**src/ddrmr_pkg.sv**
```systemverilog
// Package of constants and carrier types for the mode register block
package ddrmr_pkg;
  // ==========================================================
  // Register bus offsets
  localparam logic [7:0] STATUS_OFF = 8'h00;
  localparam logic [7:0] MR_OFF = 8'h04;
  localparam logic [7:0] EMR1_OFF = 8'h08;
  localparam logic [7:0] EMR2_OFF = 8'h0C;
  localparam logic [7:0] EMR3_OFF = 8'h10;
  localparam logic [7:0] CTRL_OFF = 8'h14;
  // ==========================================================
  // Reset values and field positions
  localparam logic [13:0] MODE_RST = 14'h0000;
  localparam logic CTRL_DEC_EN_RST = 1'b1;
  localparam int CTRL_DEC_EN_BIT = 0;
  // ==========================================================
  // Bank selects and command pin codes {cs_n, ras_n, cas_n, we_n}
  localparam logic [2:0] BA_MR = 3'h0;
  localparam logic [2:0] BA_EMR1 = 3'h1;
  localparam logic [2:0] BA_EMR2 = 3'h2;
  localparam logic [2:0] BA_EMR3 = 3'h3;
  localparam logic [3:0] CMD_MRS = 4'h0;
  localparam logic [3:0] CMD_REF = 4'h1;
  // ==========================================================
  // Timing: DLL lock wait counted in clocks; burst length codes
  localparam int DLL_LOCK_CLKS = 200;
  localparam logic [2:0] BL_4 = 3'h2;
  localparam logic [2:0] BL_8 = 3'h3;

  typedef struct packed {
    logic cke;
    logic cs_n;
    logic ras_n;
    logic cas_n;
    logic we_n;
    logic [2:0] ba;
    logic [13:0] addr;
  } ddrmr_pins_t;

  typedef struct packed {
    logic [1:0] rsv;
    logic [2:0] wr_rec;
    logic dll_reset;
    logic test_mode;
    logic [2:0] cas_lat;
    logic burst_seq;
    logic [2:0] burst_len;
  } ddrmr_mr_t;

  typedef struct packed {
    logic [1:0] rsv;
    logic rdqs_en;
    logic dqs_n_dis;
    logic [2:0] ocd_mode;
    logic rtt_hi;
    logic [2:0] add_lat;
    logic rtt_lo;
    logic reduced_drive;
    logic dll_dis;
  } ddrmr_emr1_t;
endpackage

```
**src/ddrmr_core.sv**
```systemverilog
// DDR2 device side mode register decode, DLL control and status port
//
// Chosen here: the register addresses and the plain strobed port.
module ddrmr_core
  import ddrmr_pkg::*;
#(
  parameter int LOCK_CLKS = DLL_LOCK_CLKS
) (
  input wire logic ref_clk_in,
  input wire logic srst_in,
  input wire ddrmr_pins_t pins_in,
  input wire logic [7:0] bus_addr_in,
  input wire logic [31:0] bus_wdata_in,
  input wire logic bus_wr_in,
  input wire logic bus_rd_in,
  output logic [31:0] bus_rdata_out,
  output ddrmr_mr_t mr_out,
  output ddrmr_emr1_t emr1_out,
  output logic clk_active_out,
  output logic dll_on_out,
  output logic dll_locked_out,
  output logic dm_enable_out,
  output logic ready_out
);
  // ==========================================================
  // Pin synchroniser
  ddrmr_pins_t pins_s1_reg, pins_s2_reg;
  logic cke_prev_reg;

  always_ff @(posedge ref_clk_in) begin
    if (srst_in) begin
      pins_s1_reg <= '0;
      pins_s2_reg <= '0;
      cke_prev_reg <= 1'b0;
    end else begin
      pins_s1_reg <= pins_in;
      pins_s2_reg <= pins_s1_reg;
      cke_prev_reg <= pins_s2_reg.cke;
    end
  end

  // ==========================================================
  // Command decode
  logic [3:0] cmd;
  logic cmd_clocked, mode_wr, sr_entry, sr_exit;
  logic ctrl_dec_en_reg, sr_active_reg;

  assign cmd = {pins_s2_reg.cs_n, pins_s2_reg.ras_n,
                pins_s2_reg.cas_n, pins_s2_reg.we_n};
  assign cmd_clocked = cke_prev_reg && pins_s2_reg.cke;
  assign mode_wr = cmd_clocked && (cmd == CMD_MRS) && ctrl_dec_en_reg;
  assign sr_entry = cke_prev_reg && !pins_s2_reg.cke && (cmd == CMD_REF)
                    && !sr_active_reg;
  assign sr_exit = sr_active_reg && pins_s2_reg.cke;

  // ==========================================================
  // Mode registers; whole register replaced, array never addressed
  logic [13:0] mr_reg, emr1_reg, emr2_reg, emr3_reg;
  logic mr_done_reg, emr1_done_reg;

  always_ff @(posedge ref_clk_in) begin
    if (srst_in) begin
      mr_reg <= MODE_RST;
      emr1_reg <= MODE_RST;
      emr2_reg <= MODE_RST;
      emr3_reg <= MODE_RST;
    end else if (mode_wr) begin
      if (pins_s2_reg.ba == BA_MR) begin
        mr_reg <= pins_s2_reg.addr;
      end else if (pins_s2_reg.ba == BA_EMR1) begin
        emr1_reg <= pins_s2_reg.addr;
      end else if (pins_s2_reg.ba == BA_EMR2) begin
        emr2_reg <= pins_s2_reg.addr;
      end else if (pins_s2_reg.ba == BA_EMR3) begin
        emr3_reg <= pins_s2_reg.addr;
      end
    end
  end

  // MR and EMR1 count as undefined until an MRS command writes each one
  always_ff @(posedge ref_clk_in) begin
    if (srst_in) begin
      mr_done_reg <= 1'b0;
      emr1_done_reg <= 1'b0;
    end else if (mode_wr) begin
      if (pins_s2_reg.ba == BA_MR) begin
        mr_done_reg <= 1'b1;
      end
      if (pins_s2_reg.ba == BA_EMR1) begin
        emr1_done_reg <= 1'b1;
      end
    end
  end

  // ==========================================================
  // Clocking, self refresh and DLL control
  logic clk_active_reg, dll_on_reg, dll_restart;
  logic lock_done;
  ddrmr_mr_t mr_view;
  ddrmr_emr1_t emr1_view;

  assign mr_view = ddrmr_mr_t'(mr_reg);
  assign emr1_view = ddrmr_emr1_t'(emr1_reg);

  always_ff @(posedge ref_clk_in) begin
    if (srst_in) begin
      clk_active_reg <= 1'b0;
    end else begin
      clk_active_reg <= pins_s2_reg.cke;
    end
  end

  always_ff @(posedge ref_clk_in) begin
    if (srst_in) begin
      sr_active_reg <= 1'b0;
    end else if (sr_entry) begin
      sr_active_reg <= 1'b1;
    end else if (sr_exit) begin
      sr_active_reg <= 1'b0;
    end
  end

  always_ff @(posedge ref_clk_in) begin
    if (srst_in) begin
      dll_on_reg <= 1'b0;
    end else if (sr_entry) begin
      dll_on_reg <= 1'b0;
    end else if (sr_exit) begin
      dll_on_reg <= !emr1_view.dll_dis;
    end else if (mode_wr && pins_s2_reg.ba == BA_EMR1) begin
      dll_on_reg <= !pins_s2_reg.addr[0];
    end
  end

  // Restart lock wait on DLL-reset MRS, self refresh exit or DLL off
  assign dll_restart = (mode_wr && pins_s2_reg.ba == BA_MR
                        && pins_s2_reg.addr[8]) || sr_exit || !dll_on_reg;

  ddrmr_lock_timer #(
    .CYCLES(LOCK_CLKS)
  ) u_lock (
    .ref_clk_in(ref_clk_in),
    .srst_in(srst_in),
    .restart_in(dll_restart),
    .run_in(clk_active_reg),
    .done_out(lock_done)
  );

  // ==========================================================
  // Registered status outputs
  logic dll_locked_reg, dm_enable_reg, ready_reg;

  always_ff @(posedge ref_clk_in) begin
    if (srst_in) begin
      dll_locked_reg <= 1'b0;
      dm_enable_reg <= 1'b1;
      ready_reg <= 1'b0;
    end else begin
      // Drop lock in the same cycle as any restart of the wait
      dll_locked_reg <= lock_done && dll_on_reg && !dll_restart;
      dm_enable_reg <= !emr1_view.rdqs_en;
      ready_reg <= mr_done_reg && emr1_done_reg;
    end
  end

  // ==========================================================
  // Register port
  logic [31:0] rdata_reg;

  always_ff @(posedge ref_clk_in) begin
    if (srst_in) begin
      ctrl_dec_en_reg <= CTRL_DEC_EN_RST;
    end else if (bus_wr_in && bus_addr_in == CTRL_OFF) begin
      ctrl_dec_en_reg <= bus_wdata_in[CTRL_DEC_EN_BIT];
    end
  end

  always_ff @(posedge ref_clk_in) begin
    if (srst_in) begin
      rdata_reg <= '0;
    end else if (bus_rd_in) begin
      if (bus_addr_in == STATUS_OFF) begin
        rdata_reg <= {25'h000_0000, sr_active_reg, ready_reg,
                      emr1_done_reg, mr_done_reg, dll_locked_reg,
                      dll_on_reg, clk_active_reg};
      end else if (bus_addr_in == MR_OFF) begin
        rdata_reg <= {18'h0_0000, mr_reg};
      end else if (bus_addr_in == EMR1_OFF) begin
        rdata_reg <= {18'h0_0000, emr1_reg};
      end else if (bus_addr_in == EMR2_OFF) begin
        rdata_reg <= {18'h0_0000, emr2_reg};
      end else if (bus_addr_in == EMR3_OFF) begin
        rdata_reg <= {18'h0_0000, emr3_reg};
      end else if (bus_addr_in == CTRL_OFF) begin
        rdata_reg <= {31'h0000_0000, ctrl_dec_en_reg};
      end else begin
        rdata_reg <= '0;
      end
    end else begin
      rdata_reg <= '0;
    end
  end

  assign bus_rdata_out = rdata_reg;
  assign mr_out = mr_view;
  assign emr1_out = emr1_view;
  assign clk_active_out = clk_active_reg;
  assign dll_on_out = dll_on_reg;
  assign dll_locked_out = dll_locked_reg;
  assign dm_enable_out = dm_enable_reg;
  assign ready_out = ready_reg;

  // ==========================================================
  // Assertions
  mr_load_a: assert property (@(posedge ref_clk_in) disable iff (srst_in)
    mode_wr && pins_s2_reg.ba == BA_MR |=> mr_reg == $past(pins_s2_reg.addr))
    else $error("MR not loaded from command");
  emr1_load_a: assert property (@(posedge ref_clk_in)
    disable iff (srst_in)
    mode_wr && pins_s2_reg.ba == BA_EMR1
    |=> emr1_reg == $past(pins_s2_reg.addr))
    else $error("EMR1 not loaded from command");
  mode_hold_a: assert property (@(posedge ref_clk_in)
    disable iff (srst_in)
    !mode_wr |=> $stable(mr_reg) && $stable(emr1_reg))
    else $error("Mode register changed without write");
  sr_dll_off_a: assert property (@(posedge ref_clk_in)
    disable iff (srst_in)
    sr_entry |=> !dll_on_reg ##1 !dll_locked_reg)
    else $error("DLL still on in self refresh");
  sr_exit_lock_a: assert property (@(posedge ref_clk_in)
    disable iff (srst_in)
    sr_exit |=> !lock_done [*2])
    else $error("Lock wait not restarted on exit");
  clk_follow_a: assert property (@(posedge ref_clk_in)
    disable iff (srst_in)
    ##1 clk_active_reg == $past(pins_s2_reg.cke))
    else $error("Clocking does not follow CKE");
  dm_rdqs_a: assert property (@(posedge ref_clk_in)
    disable iff (srst_in)
    emr1_view.rdqs_en |=> !dm_enable_reg)
    else $error("Data mask active with redundant strobe");
  ready_gate_a: assert property (@(posedge ref_clk_in)
    disable iff (srst_in)
    ready_reg |-> $past(mr_done_reg) && $past(emr1_done_reg))
    else $error("Ready before MR and EMR1 written");
  dll_reset_a: assert property (@(posedge ref_clk_in)
    disable iff (srst_in)
    mode_wr && pins_s2_reg.ba == BA_MR && pins_s2_reg.addr[8]
    |=> !dll_locked_reg ##1 !dll_locked_reg)
    else $error("DLL reset did not drop lock");
endmodule // ddrmr_core

```
**src/ddrmr_lock_timer.sv**
```systemverilog
// Restartable clock counter flagging the end of the DLL lock wait
module ddrmr_lock_timer #(
  parameter int CYCLES = 200
) (
  input wire logic ref_clk_in,
  input wire logic srst_in,
  input wire logic restart_in,
  input wire logic run_in,
  output logic done_out
);
  localparam int CW = $clog2(CYCLES + 1);
  localparam logic [CW-1:0] LAST = CW'(CYCLES - 1);
  logic [CW-1:0] count_reg;
  logic done_reg;

  always_ff @(posedge ref_clk_in) begin
    if (srst_in || restart_in) begin
      count_reg <= '0;
      done_reg <= 1'b0;
    end else if (run_in && !done_reg) begin
      count_reg <= count_reg + CW'(1);
      done_reg <= (count_reg == LAST);
    end
  end

  assign done_out = done_reg;
endmodule // ddrmr_lock_timer

```
**config.mk**
```make
export PLATFORM = sky130hd
export DESIGN_NAME = ddrmr_core
export DESIGN_NICKNAME = d
export VERILOG_FILES = /design/src/ddrmr_pkg.sv /design/src/ddrmr_core.sv /design/src/ddrmr_lock_timer.sv
export SDC_FILE = /design/constraint.sdc
export NUM_CORES = 1
export LEC_CHECK = 0
export ABC_AREA = 1
export BUFFER_PORTS_ARGS = -buffer_cell sky130_fd_sc_hd__buf_2
export CAP_MARGIN = 40
export CORE_ASPECT_RATIO = 2
export CORE_MARGIN = 4
export CORE_UTILIZATION = 48
export CTS_CLUSTER_SIZE = 28
export DETAILED_ROUTE_END_ITERATION = 10
export GPL_TIMING_DRIVEN = 0
export MAX_ROUTING_LAYER = met4
export PLACE_DENSITY = 0.76
export SLEW_MARGIN = 5
export SYNTH_ARGS = -nofsm -noshare
export SYNTH_HDL_FRONTEND = slang
export SYNTH_SLANG_ARGS = --single-unit
```
**constraint.sdc**
```tcl
create_clock -name ref_clk_in -period 1.39 [get_ports ref_clk_in]
set_input_delay 0 -clock ref_clk_in [delete_from_list [all_inputs] [get_ports ref_clk_in]]
set_output_delay 0 -clock ref_clk_in [all_outputs]
set_load 0.02 [all_outputs]
```
# --- Yosys cells after proc, flatten, opt, wreduce, memory -nomap -nowiden ---
# Cells that the tools add are included.
op_classes:
  n_bitwise: 4
  add_sub_neg: 1
  n_reduce_logical: 40
  n_mux: 10
  eq_ne: 10
op_table:
  columns: ["op", "count"]
  rows:
  - ["$mux 14", 4]
  - ["$eq 8x4->1 const B", 2]
  - ["$eq 8x5->1 const B", 2]
  - ["$logic_and 1x1->1", 15]
  - ["$add 8x1->8 const B", 1]
  - ["$eq 8x3->1 const B", 1]
  - ["$eq 8x8->1 const B", 1]
  - ["$logic_not 1->1", 8]
  - ["$logic_not 8->1", 1]
  - ["$mux 7", 1]
  - ["$reduce_or 7->1", 1]
  - ["$eq 3x2->1 const B", 2]
  - ["$mux 1", 5]
  - ["$reduce_and 5->1", 1]
  - ["$eq 4x1->1 const B", 1]
  - ["$logic_not 4->1", 1]
  - ["$not 1->1", 4]
  - ["$reduce_and 2->1", 2]
  - ["$reduce_and 4->1", 1]
  - ["$reduce_bool 2->1", 2]
  - ["$reduce_or 2->1", 2]
  - ["$eq 3x1->1 const B", 1]
  - ["$logic_not 3->1", 1]
  - ["$logic_or 1x1->1", 3]
  - ["other kinds (2)", 2]
totals:
  regBits: 150

# --- Logic depth before layout (Yosys ltp) ---
# Gate-level depths: netlist (run 1).
logic_depth:
  word_depth: 9
  ltp_mapped: 10

# --- Modules after synthesis ---
# Synthesis (run 1) repeated with hierarchy kept, for this count alone.
hier_totals:
  cells_unflattened: 675
  hier_area_um2: 5147.4
modules_own_cells:
  columns: ["module", "instances", "area_each_um2", "cells_each"]
  rows:
  - ["ddrmr_core", 1, 4688.2, 606]
  - ["ddrmr_lock_timer", 1, 459.2, 69]

# --- Least setup slack after synthesis (run 1) ---
# OpenSTA, ideal clock, no wires.
synth_path:
  path_kind: "flip-flop to flip-flop"
  start: "register, netlist name clk_active_out"
  end: "register emr1_reg[10] (netlist: emr1_out[10])"
  path_stages_with_launch: 9
  period_less_slack_ps: 1482
  setup_slack_ps: -92
  path_buffers: 2
  arrival_ps: 1369
  t_required_ps: 1277
  cell_sequence: "dfxtp_1 -> inv_1 -> nor3_2 -> and2_1 -> buf_4 -> nand3_4 -> buf_2 -> nor2_1 -> nor2_1"
synth_rtl:
  columns: ["element", "line_no", "text"]
  rows:
  - ["to (signal assigned)", "ddrmr_core.sv:71", "emr1_reg <= pins_s2_reg.addr;"]
  - ["to (decl)", "ddrmr_core.sv:58", "logic [13:0] mr_reg, emr1_reg, emr2_reg, emr3_reg;"]

# --- Worst setup path after layout (run 1) ---
layout_path:
  start: "register ctrl_dec_en_reg"
  end: "register emr3_reg[0]"
layout_via:
  elab_chain_len: 2
layout_rtl:
  columns: ["element", "line_no", "text"]
  rows:
  - ["from (decl)", "ddrmr_core.sv:46", "logic ctrl_dec_en_reg, sr_active_reg;"]
  - ["from (signal assigned)", "ddrmr_core.sv:174", "ctrl_dec_en_reg <= bus_wdata_in[CTRL_DEC_EN_BIT];"]
  - ["$logic_and 1x1->1", "ddrmr_core.sv:51", "assign mode_wr = cmd_clocked && (cmd == CMD_MRS) && ctrl_dec_en_reg;"]
  - ["$reduce_and 5->1 (no line)", null, null]
  - ["to (signal assigned)", "ddrmr_core.sv:75", "emr3_reg <= pins_s2_reg.addr;"]
  - ["to (decl)", "ddrmr_core.sv:58", null]
# Every way passes these cells.
# A chain may end at the register's enable or synchronous reset.

==> run metrics, run 1 <==
status finished with violations; failing checks setup timing; worst min path class primary input to flop; Layout Area Growth over Synthesis 36.9%; syn_area_per_cell 7.48 µm²; vias in the first global route 4849; Via density 4.97; cell taking the most area after synthesis dfxtp_1; Tcrit/Tclk final 1.01; actual slew at the worst max-slew pin 0.713 ns; CP Buf/Inv Count 3; initial antenna violation count 0; Ant. Diodes 0; final hold violation count 0; top_reg_cell synth dfxtp_1; post-route ant nets 0; Die Y 155 µm; CP required 1.73 ns; CP delay by family, top buffers and inverters; time the worst path needs with I/O delays and setup 1.41 ns; 1st-pass router iterations 6; clock tree root buffer cell clkbuf_16; final setup fails 4; post-synth top area share 0.510; Tot GR Track Use 0.238; pin count of the biggest net entering global routing 17; CTS tree yes; cts bufs inserted 17; Mapped Area 5180 µm²; clk slew on worst S/H paths 0.06 ns; startpoint types flop; Yosys cell types 30; Post-synth EDFFs 0; first-pass GRT wire length 22300 µm; CTS sink cnt 132; unrepaired setup endpoints after global routing yes; Max Freq 709 MHz; full die area 12600 µm²; Crit Reg-Reg Startpoint ctrl_dec_en_reg; power per cell area 1300 nW/µm²; Final #Nets 916; worst-path fanout max 7; CP arrival 1.75 ns; Leak 3.26 nW; clock buffer depth 2; most common cell in the netlist dfxtp_1; overall routed net length 14800 µm; register area share after synthesis 0.510; critical setup path kind flop to flop; Largest stage delay, worst path 0.38 ns; ys async rst share 0; FF/Latch Area 2650 µm²; Port Buffers 80; # H-tree levels 4; register bit total from synthesis 132; worst slack at placement -0.329 ns; max reg flops 22; Hold Path Depth 5; Starting Density 0.492; Final WS setup -0.0205 ns; R2R depth 7; Crit. path cell count 7; Worst setup EP type flop; Core Area 10500 µm²; number of remaining DRC errors 0; remaining global-route overflow 0; worst relative slew slack 0.523; CP max stage cell dfxtp_2; WL per Instance 14.8 µm; count of vias placed by the detailed router 4965; Post-Syn Instances 693; 1st-iter DRT viols 516; clock latency on the worst-skew pair 0.41 ns; Multi-input gate area 2100 µm²; Die W 81.5 µm; Top-Level Pins 131; CP cell instances nand2_2, nor2_4, buf_4, nand4_4, buf_6, buf_4, a21oi_1; yosys warns 0; Post-synth top cells 132 x dfxtp_1, 119 x nor2_1, 111 x inv_1, 104 x nand2_1; Hold Startpoint bus_rd_in; Synth area leaders dfxtp_1 51%, nor2_1 8.6%, inv_1 8.0%; detailed-placement wirelength estimate 9740 µm; Reg2Reg Capture Point emr3_reg[0]; row count 53; CP most frequent cell buf_4; fin util 0.673; max_cap viols 0; hold endpoint bus_rdata_out[2]; Worst Clk Skew 0.00620 ns; Max Slew Vio Count 0; peak supply drop 1.10 mV; Fill cells 853; share of layout cells above drive strength 1 0.244; gpl congestion 0.894; reg-to-reg setup timing slack -0.02 ns
## cells in the final DEF, fill, tap and decap left out, types with 6 or more instances in the layout
cell           synthesis  routed
dfxtp_1              132     127
inv_1                111     110
nor2_1               119     109
nand2_1              104      87
buf_2                 10      83
nand3_1               53      49
a21oi_1               53      48
o21ai_0               42      34
buf_4                 20      28
dlygate4sd3_1          0      24
conb_1                 1      18
clkbuf_16              0      17
nand2_2                1      14
clkbuf_1              11      13
buf_6                  2      11
nor2_2                 1       9
o21ai_1                0       8
nor3_1                 8       7
o22ai_1                6       6
## where the power goes
group          internal [W]  switching, W
Sequential          0.00385     0.0000474
Combinational      0.000182      0.000262
Clock               0.00331       0.00158
Total               0.00734       0.00189
## timing repair
item	CTS	global route
setup buffers	12	1
setup endpoints to repair	69	69
pin swaps	6	9
gates cloned	3	1
hold buffers	24	0
resized for setup	33	54
hold endpoints to repair	23	0
## stage by stage
stage / hold slack, ns / setup TNS [ns] / std cells / instance area [µm²] / total power, W
finish: 0.0417 / -0.0578 / 998 / 7100 / 0.00923
global route: 0.0664 / -2.48 / 998 / 7100 / 0.00948
CTS: 0.0177 / -1.12 / 997 / 6950 / 0.00923
detailed placement: 0.205 / -13.26 / 927 / 5820 / 0.00432
global placement: 0.201 / -11.04 / 927 / 5820 / 0.00432
floorplan: 0.107 / 0 / 710 / 5250 / 0.00421
## final cells by class
type | count | share of cell area
Buffer | 42 | 0.0423
Clock inverter | 9 | 0.0247
Sequential cell | 132 | 0.373
Clock buffer | 22 | 0.0668
Tap cell | 137 | 0.0242
Multi-Input combinational cell | 425 | 0.296
Inverter | 111 | 0.0591
Timing Repair Buffer | 120 | 0.114
## tightest hold or removal path: stages
cell and delay (ns):
buf_2 0.10, nand2_1 0.08, inv_1 0.11, nand2_1 0.09, inv_1 0.03
## cell families (layout without fill, tap and decap cells)
family,after synthesis,in the layout,share of synthesized area
flops,132,132,0.510
other cells,1,18,0.000724
fa+ha+maj,1,1,0.00241
buf+inv,154,304,0.131
mux,1,1,0.00193
compound gates,102,102,0.100
simple gates,298,299,0.247
xor+xnor,4,4,0.00676
## worst max path at each step
stage	from	end
after CTS	clk_active_out	emr1_out[1]
after global placement	ctrl_dec_en_reg	u_lock.count_reg[6]
after detailed placement	ctrl_dec_en_reg	u_lock.count_reg[6]
after global routing	ctrl_dec_en_reg	emr3_reg[13]
after floorplan	clk_active_out	emr2_reg[11]
final	ctrl_dec_en_reg	emr3_reg[0]
## metal layers
metal,up-vias,routed length (µm),track usage
met5,-,0,-
met4,0,1060,0.180
met3,75,840,0.0527
met2,236,7910,0.417
met1,2224,4970,0.211
li1,2430,-,-
(Power assumes the default switching activity.)
==> run 2, diff against run 1 <==
--- a/config.mk
+++ b/config.mk
@@ -10,12 +10,11 @@
 export CAP_MARGIN = 40
 export CORE_ASPECT_RATIO = 2
 export CORE_MARGIN = 4
-export CORE_UTILIZATION = 48
-export CTS_CLUSTER_SIZE = 28
+export CORE_UTILIZATION = 53
 export DETAILED_ROUTE_END_ITERATION = 10
 export GPL_TIMING_DRIVEN = 0
 export MAX_ROUTING_LAYER = met4
-export PLACE_DENSITY = 0.76
+export PLACE_DENSITY = 0.8
 export SLEW_MARGIN = 5
 export SYNTH_ARGS = -nofsm -noshare
 export SYNTH_HDL_FRONTEND = slang
==> constraint.sdc (replaced) <==
create_clock -name ref_clk_in -period 1.45 [get_ports ref_clk_in]
set_input_delay 0 -clock ref_clk_in [delete_from_list [all_inputs] [get_ports ref_clk_in]]
set_output_delay 0 -clock ref_clk_in [all_outputs]
set_load 0.02 [all_outputs]
==> run metrics, run 2 (synthesized netlist as in run 1, its figures left out) <==
status finished, final reports clean (was finished with violations); overall routed net length 13900 µm (was 14800 µm); pin count of the biggest net entering global routing 17 (unchanged); unrepaired setup endpoints after global routing yes (unchanged); final hold violation count 0 (unchanged); share of layout cells above drive strength 1 0.212 (was 0.244); # H-tree levels 4 (unchanged); gpl congestion 0.916 (was 0.894); CTS tree yes (unchanged); WL per Instance 14.1 µm (was 14.8 µm); Worst setup EP type flop (unchanged); startpoint types flop (unchanged); Fill cells 749 (was 853); Final #Nets 908 (was 916); post-route ant nets 0 (unchanged); total power 0.00807 W (was 0.00923 W); Die Y 148 µm (was 155 µm); final setup fails 0 (was 4); count of vias placed by the detailed router 4826 (was 4965); Port Buffers 80 (unchanged); 1st-iter DRT viols 435 (was 516); time the worst path needs with I/O delays and setup 1.40 ns (was 1.41 ns); first-pass GRT wire length 22200 µm (was 22300 µm); worst-path fanout max 6 (was 7); Via density 4.91 (was 4.97); Ant. Diodes 0 (unchanged); Tcrit/Tclk final 0.968 (was 1.01); worst relative slew slack 0.590 (was 0.523); Die W 77.9 µm (was 81.5 µm); clock latency on the worst-skew pair 0.41 ns (about the same); worst-case hold slack 0.0432 ns (was 0.0417 ns); Max Freq 712 MHz (was 709 MHz); clk slew on worst S/H paths 0.05 ns (was 0.06 ns); peak supply drop 0.955 mV (was 1.10 mV); Core Area 9450 µm² (was 10500 µm²); CP arrival 1.71 ns (was 1.75 ns); full die area 11500 µm² (was 12600 µm²); Starting Density 0.549 (was 0.492); remaining global-route overflow 0 (unchanged); max_cap viols 0 (unchanged); clock tree root buffer cell clkbuf_16 (unchanged); row count 50 (was 53); critical setup path kind flop to flop (unchanged); initial antenna violation count 0 (unchanged); most common cell after layout, fill and taps aside dfxtp_1 (unchanged); vias in the first global route 4767 (was 4849); Leak 3.17 nW (was 3.26 nW); Layout Area Growth over Synthesis 31.4% (was 36.9%); worst min path class primary input to flop (unchanged); detailed-placement wirelength estimate 10000 µm (was 9740 µm); clock buffer depth 2 (unchanged); Worst Clk Skew 0.00702 ns (was 0.00620 ns); number of remaining DRC errors 0 (unchanged); Max Slew Vio Count 0 (unchanged); most frequent cells in the layout 125 x dfxtp_1, 116 x nor2_1, 109 x inv_1, 99 x nand2_1, 84 x buf_2 (was 127 x dfxtp_1, 110 x inv_1, 109 x nor2_1, 87 x nand2_1, 83 x buf_2); cts bufs inserted 17 (unchanged); Top-Level Pins 131 (unchanged); 1st-pass router iterations 5 (was 6); actual slew at the worst max-slew pin 0.613 ns (was 0.713 ns); Tot GR Track Use 0.255 (was 0.238); FF/Latch Area 2650 µm² (about the same); Multi-input gate area 2000 µm² (was 2100 µm²); CTS sink cnt 132 (unchanged); CP required 1.75 ns (was 1.73 ns); power per cell area 1180 nW/µm² (was 1300 nW/µm²); max reg flops 22 (unchanged)
run 2: power by group:
part | total (W) | switching (W) | internal (W) | leakage, nW
Combinational | 0.000421 | 0.000248 | 0.000173 | 1.82
Clock | 0.00391 | 0.00145 | 0.00246 | 0.270
Sequential | 0.00373 | 0.0000440 | 0.00369 | 1.07
Total | 0.00807 | 0.00175 | 0.00632 | 3.17
run 2: layout make-up:
type | instances | area share
Inverter | 111 | 0.0616
Timing Repair Buffer | 113 | 0.107
Buffer | 42 | 0.0426
Clock buffer | 21 | 0.0691
Multi-Input combinational cell | 424 | 0.294
Sequential cell | 132 | 0.390
Tap cell | 130 | 0.0239
Clock inverter | 10 | 0.0121
run 2: worst paths after layout:
check / startpoint / endpoint / slack, ns / cells past startpoint
setup / recovery: ctrl_dec_en_reg / emr1_out[1] / 0.05 / 7
hold / removal: bus_rd_in / bus_rdata_out[4] / 0.04 / 5
setup reg to reg: ctrl_dec_en_reg / emr1_out[1] / 0.05 / 7
hold reg to reg: pins_s1_reg[18] / cmd[1] / 0.40 / 2
run 2: repair_timing:
item                                    4_1_cts  5_1_grt
pin swaps                                     2        8
buffers inserted                              5        3
hold buffers                                 24        0
gates cloned                                  0        1
endpoints found under the setup margin       67       66
hold endpoints to repair                     23        0
gates resized for setup                      32       15
run 2: routing by layer:
layer,global-route usage,routed length [µm],vias up
met4,0.155,775,0
met1,0.237,4750,2157
li1,-,-,2411
met5,-,0,-
met2,0.466,7620,204
met3,0.0555,733,54
run 2: stage by stage:
stage                      util  setup WS, ns  cells  setup TNS [ns]  instance area (µm²)
after global placement    0.615        -0.195    920           -5.66                 5810
final                     0.721        0.0460    983               0                 6810
after floorplan               -        0.0578    710               0                 5250
after global routing      0.721       -0.0311    983         -0.0685                 6810
after CTS                 0.713       -0.0115    980         -0.0459                 6740
after detailed placement  0.615        -0.241    920           -8.37                 5810
run 2: worst max-delay path, cell delays in order, from the launching register on:
cell	delay [ns]
dfxtp_4	0.37
nand2_1	0.09
nor2_4	0.13
and2_4	0.23
nand3_4	0.13
clkbuf_16	0.19
nor2_1	0.10
nor2_1	0.06
==> run 3, diff against run 2 <==
--- a/config.mk
+++ b/config.mk
@@ -13,7 +13,6 @@
 export CORE_UTILIZATION = 53
 export DETAILED_ROUTE_END_ITERATION = 10
 export GPL_TIMING_DRIVEN = 0
-export MAX_ROUTING_LAYER = met4
 export PLACE_DENSITY = 0.8
 export SLEW_MARGIN = 5
 export SYNTH_ARGS = -nofsm -noshare
==> run metrics, run 3 (synthesized netlist as in run 1, its figures left out) <==
status finished with violations (was finished, final reports clean); failing checks setup timing; clock buffer depth 2 (unchanged); initial antenna violation count 0 (unchanged); Multi-input gate area 2090 µm² (was 2000 µm²); max_cap viols 0 (unchanged); Crit Reg-Reg Startpoint clk_active_out (was ctrl_dec_en_reg); worst setup path startpoint clk_active_out (was ctrl_dec_en_reg); peak supply drop 1.30 mV (was 0.955 mV); number of remaining DRC errors 0 (unchanged); Core Area 9450 µm² (unchanged); worst setup path endpoint emr1_out[5] (was emr1_out[1]); gpl congestion 0.903 (was 0.916); row count 50 (unchanged); Die Y 148 µm (unchanged); Starting Density 0.549 (unchanged); R2R depth 7 (unchanged); Reg2Reg Capture Point emr1_out[5] (was emr1_out[1]); startpoint types flop (unchanged); Tcrit/Tclk final 1.01 (was 0.968); worst-path fanout max 7 (was 6); power per cell area 1230 nW/µm² (was 1180 nW/µm²); final setup fails 8 (was 0); 1st-pass router iterations 6 (was 5); actual slew at the worst max-slew pin 0.634 ns (was 0.613 ns); Port Buffers 80 (unchanged); Ant. Diodes 0 (unchanged); CP required 1.76 ns (was 1.75 ns); Placed Instance Area 5810 µm² (unchanged); most common cell after layout, fill and taps aside dfxtp_1 (unchanged); WL per Instance 14.6 µm (was 14.1 µm); CP cell instances inv_4, nor3_4, and2_4, nand3_4, buf_4, nor2_1, nor2_1 (was nand2_1, nor2_4, and2_4, nand3_4, clkbuf_16, nor2_1, nor2_1); FF/Latch Area 2650 µm² (about the same); CP arrival 1.78 ns (was 1.71 ns); Tot GR Track Use 0.257 (was 0.255); full die area 11500 µm² (unchanged); count of vias placed by the detailed router 4962 (was 4826); detailed-placement wirelength estimate 9950 µm (was 10000 µm); cts bufs inserted 17 (unchanged); max reg flops 22 (unchanged); final hold violation count 0 (unchanged); most frequent cells in the layout 126 x dfxtp_1, 111 x nor2_1, 110 x inv_1, 90 x nand2_1, 84 x buf_2 (was 125 x dfxtp_1, 116 x nor2_1, 109 x inv_1, 99 x nand2_1, 84 x buf_2); clock latency on the worst-skew pair 0.41 ns (about the same); Worst Clk Skew 0.00865 ns (was 0.00702 ns); reg-to-reg setup timing slack -0.02 ns (was 0.05 ns); Worst setup EP type flop (unchanged); first-pass GRT wire length 22800 µm (was 22200 µm); worst relative slew slack 0.578 (was 0.590); CP max stage cell dfxtp_2 (was dfxtp_4); Via density 5.01 (was 4.91); Leak 3.26 nW (was 3.17 nW); unrepaired setup endpoints after global routing yes (unchanged); Max Slew Vio Count 0 (unchanged); CTS tree yes (unchanged); fin util 0.747 (was 0.721); clock tree root buffer cell clkbuf_16 (unchanged); worst min path class primary input to flop (unchanged); pin count of the biggest net entering global routing 17 (unchanged); Final WS setup -0.0172 ns (was 0.0460 ns); Top-Level Pins 131 (unchanged); Max Freq 682 MHz (was 712 MHz); 1st-iter DRT viols 359 (was 435); time the worst path needs with I/O delays and setup 1.47 ns (was 1.40 ns); Die W 77.9 µm (unchanged); Final #Nets 915 (was 908); overall routed net length 14500 µm (was 13900 µm); worst-case hold slack 0.0370 ns (was 0.0432 ns); final instance area 7060 µm² (was 6810 µm²); clk slew on worst S/H paths 0.06 ns (was 0.05 ns); critical setup path kind flop to flop (unchanged); CP most frequent cell nor2_1 (unchanged); remaining global-route overflow 0 (unchanged); post-route ant nets 0 (unchanged); vias in the first global route 4880 (was 4767); Largest stage delay, worst path 0.35 ns (was 0.37 ns); share of layout cells above drive strength 1 0.233 (was 0.212); # H-tree levels 4 (unchanged); CTS sink cnt 132 (unchanged); Layout Area Growth over Synthesis 36.2% (was 31.4%); Fill cells 705 (was 749)
==> run 3: cell count changes in the layout (fill, tap and decap cells not counted), moves of 3 or more <==
cell / before / now
nor2_2: 3 / 6
o21ai_0: 37 / 40
nor2_1: 116 / 111
buf_4: 27 / 31
nand2_1: 99 / 90
o21ai_1: 5 / 1
bufinv_16: 1 / 4
nand2_2: 4 / 11
==> run 3: area by class of cell <==
type,count,area share
tap,130,0.0230
buffer,42,0.0417
clock inverter,10,0.0216
timing repair buffer,119,0.115
multi-input combinational,425,0.297
inverter,111,0.0594
clock buffer,22,0.0672
sequential,132,0.376
==> run 3: stage by stage <==
step / setup slack, ns / instances / power, W / setup TNS, ns
detailed placement: -0.275 / 920 / 0.00414 / -10.41
floorplan: 0.0578 / 710 / 0.00403 / 0
CTS: -0.0606 / 988 / 0.00867 / -0.590
global route: -0.0609 / 991 / 0.00888 / -0.613
global placement: -0.227 / 920 / 0.00414 / -8.15
finish: -0.0172 / 991 / 0.00865 / -0.0495
==> run 3: per-layer routing <==
layer / part of all wire / up-vias / GRT usage
met1: 0.33 / 2235 / 0.228
met3: 0.053 / 74 / 0.0537
met2: 0.54 / 221 / 0.485
li1: - / 2432 / -
met5: 0 / - / 0
met4: 0.072 / 0 / 0.194
==> run 3: repair_timing <==
item                       4_1_cts  5_1_grt
setup endpoints to repair       69       55
hold buffers                    24        0
gates resized for setup         48       23
hold endpoints to repair        23        0
gates cloned                     3        2
pin swaps                        3        9
setup buffers                    9        2
==> run 3: worst min-delay path by stage <==
stage,from,endpoint,slack [ns],cells past startpoint
after floorplan,pins_in[0],pins_s1_reg[0],0.11,2
after detailed placement,pins_in[19],pins_s1_reg[19],0.21,3
after global placement,pins_in[17],pins_s1_reg[17],0.20,3
final,bus_rd_in,bus_rdata_out[1],0.04,5
after global routing,bus_rd_in,bus_rdata_out[4],0.07,5
after CTS,bus_rd_in,bus_rdata_out[1],0.02,5
==> run 3: power by group <==
group / leakage [nW] / total, W / internal (W) / switching [W]
combinational: 1.88 / 0.000427 / 0.000174 / 0.000253
sequential: 1.07 / 0.00374 / 0.00369 / 0.0000444
clock: 0.310 / 0.00449 / 0.00300 / 0.00149
total: 3.26 / 0.00865 / 0.00686 / 0.00179
==> run 3: worst max-delay path, delay by kind of cell, from the launching register on <==
| family | cells | cell delay, ns |
|---|---|---|
| AND/OR/NAND/NOR | 5 | 0.76 |
| flip-flops | 1 | 0.35 |
| buffers and inverters | 2 | 0.26 |
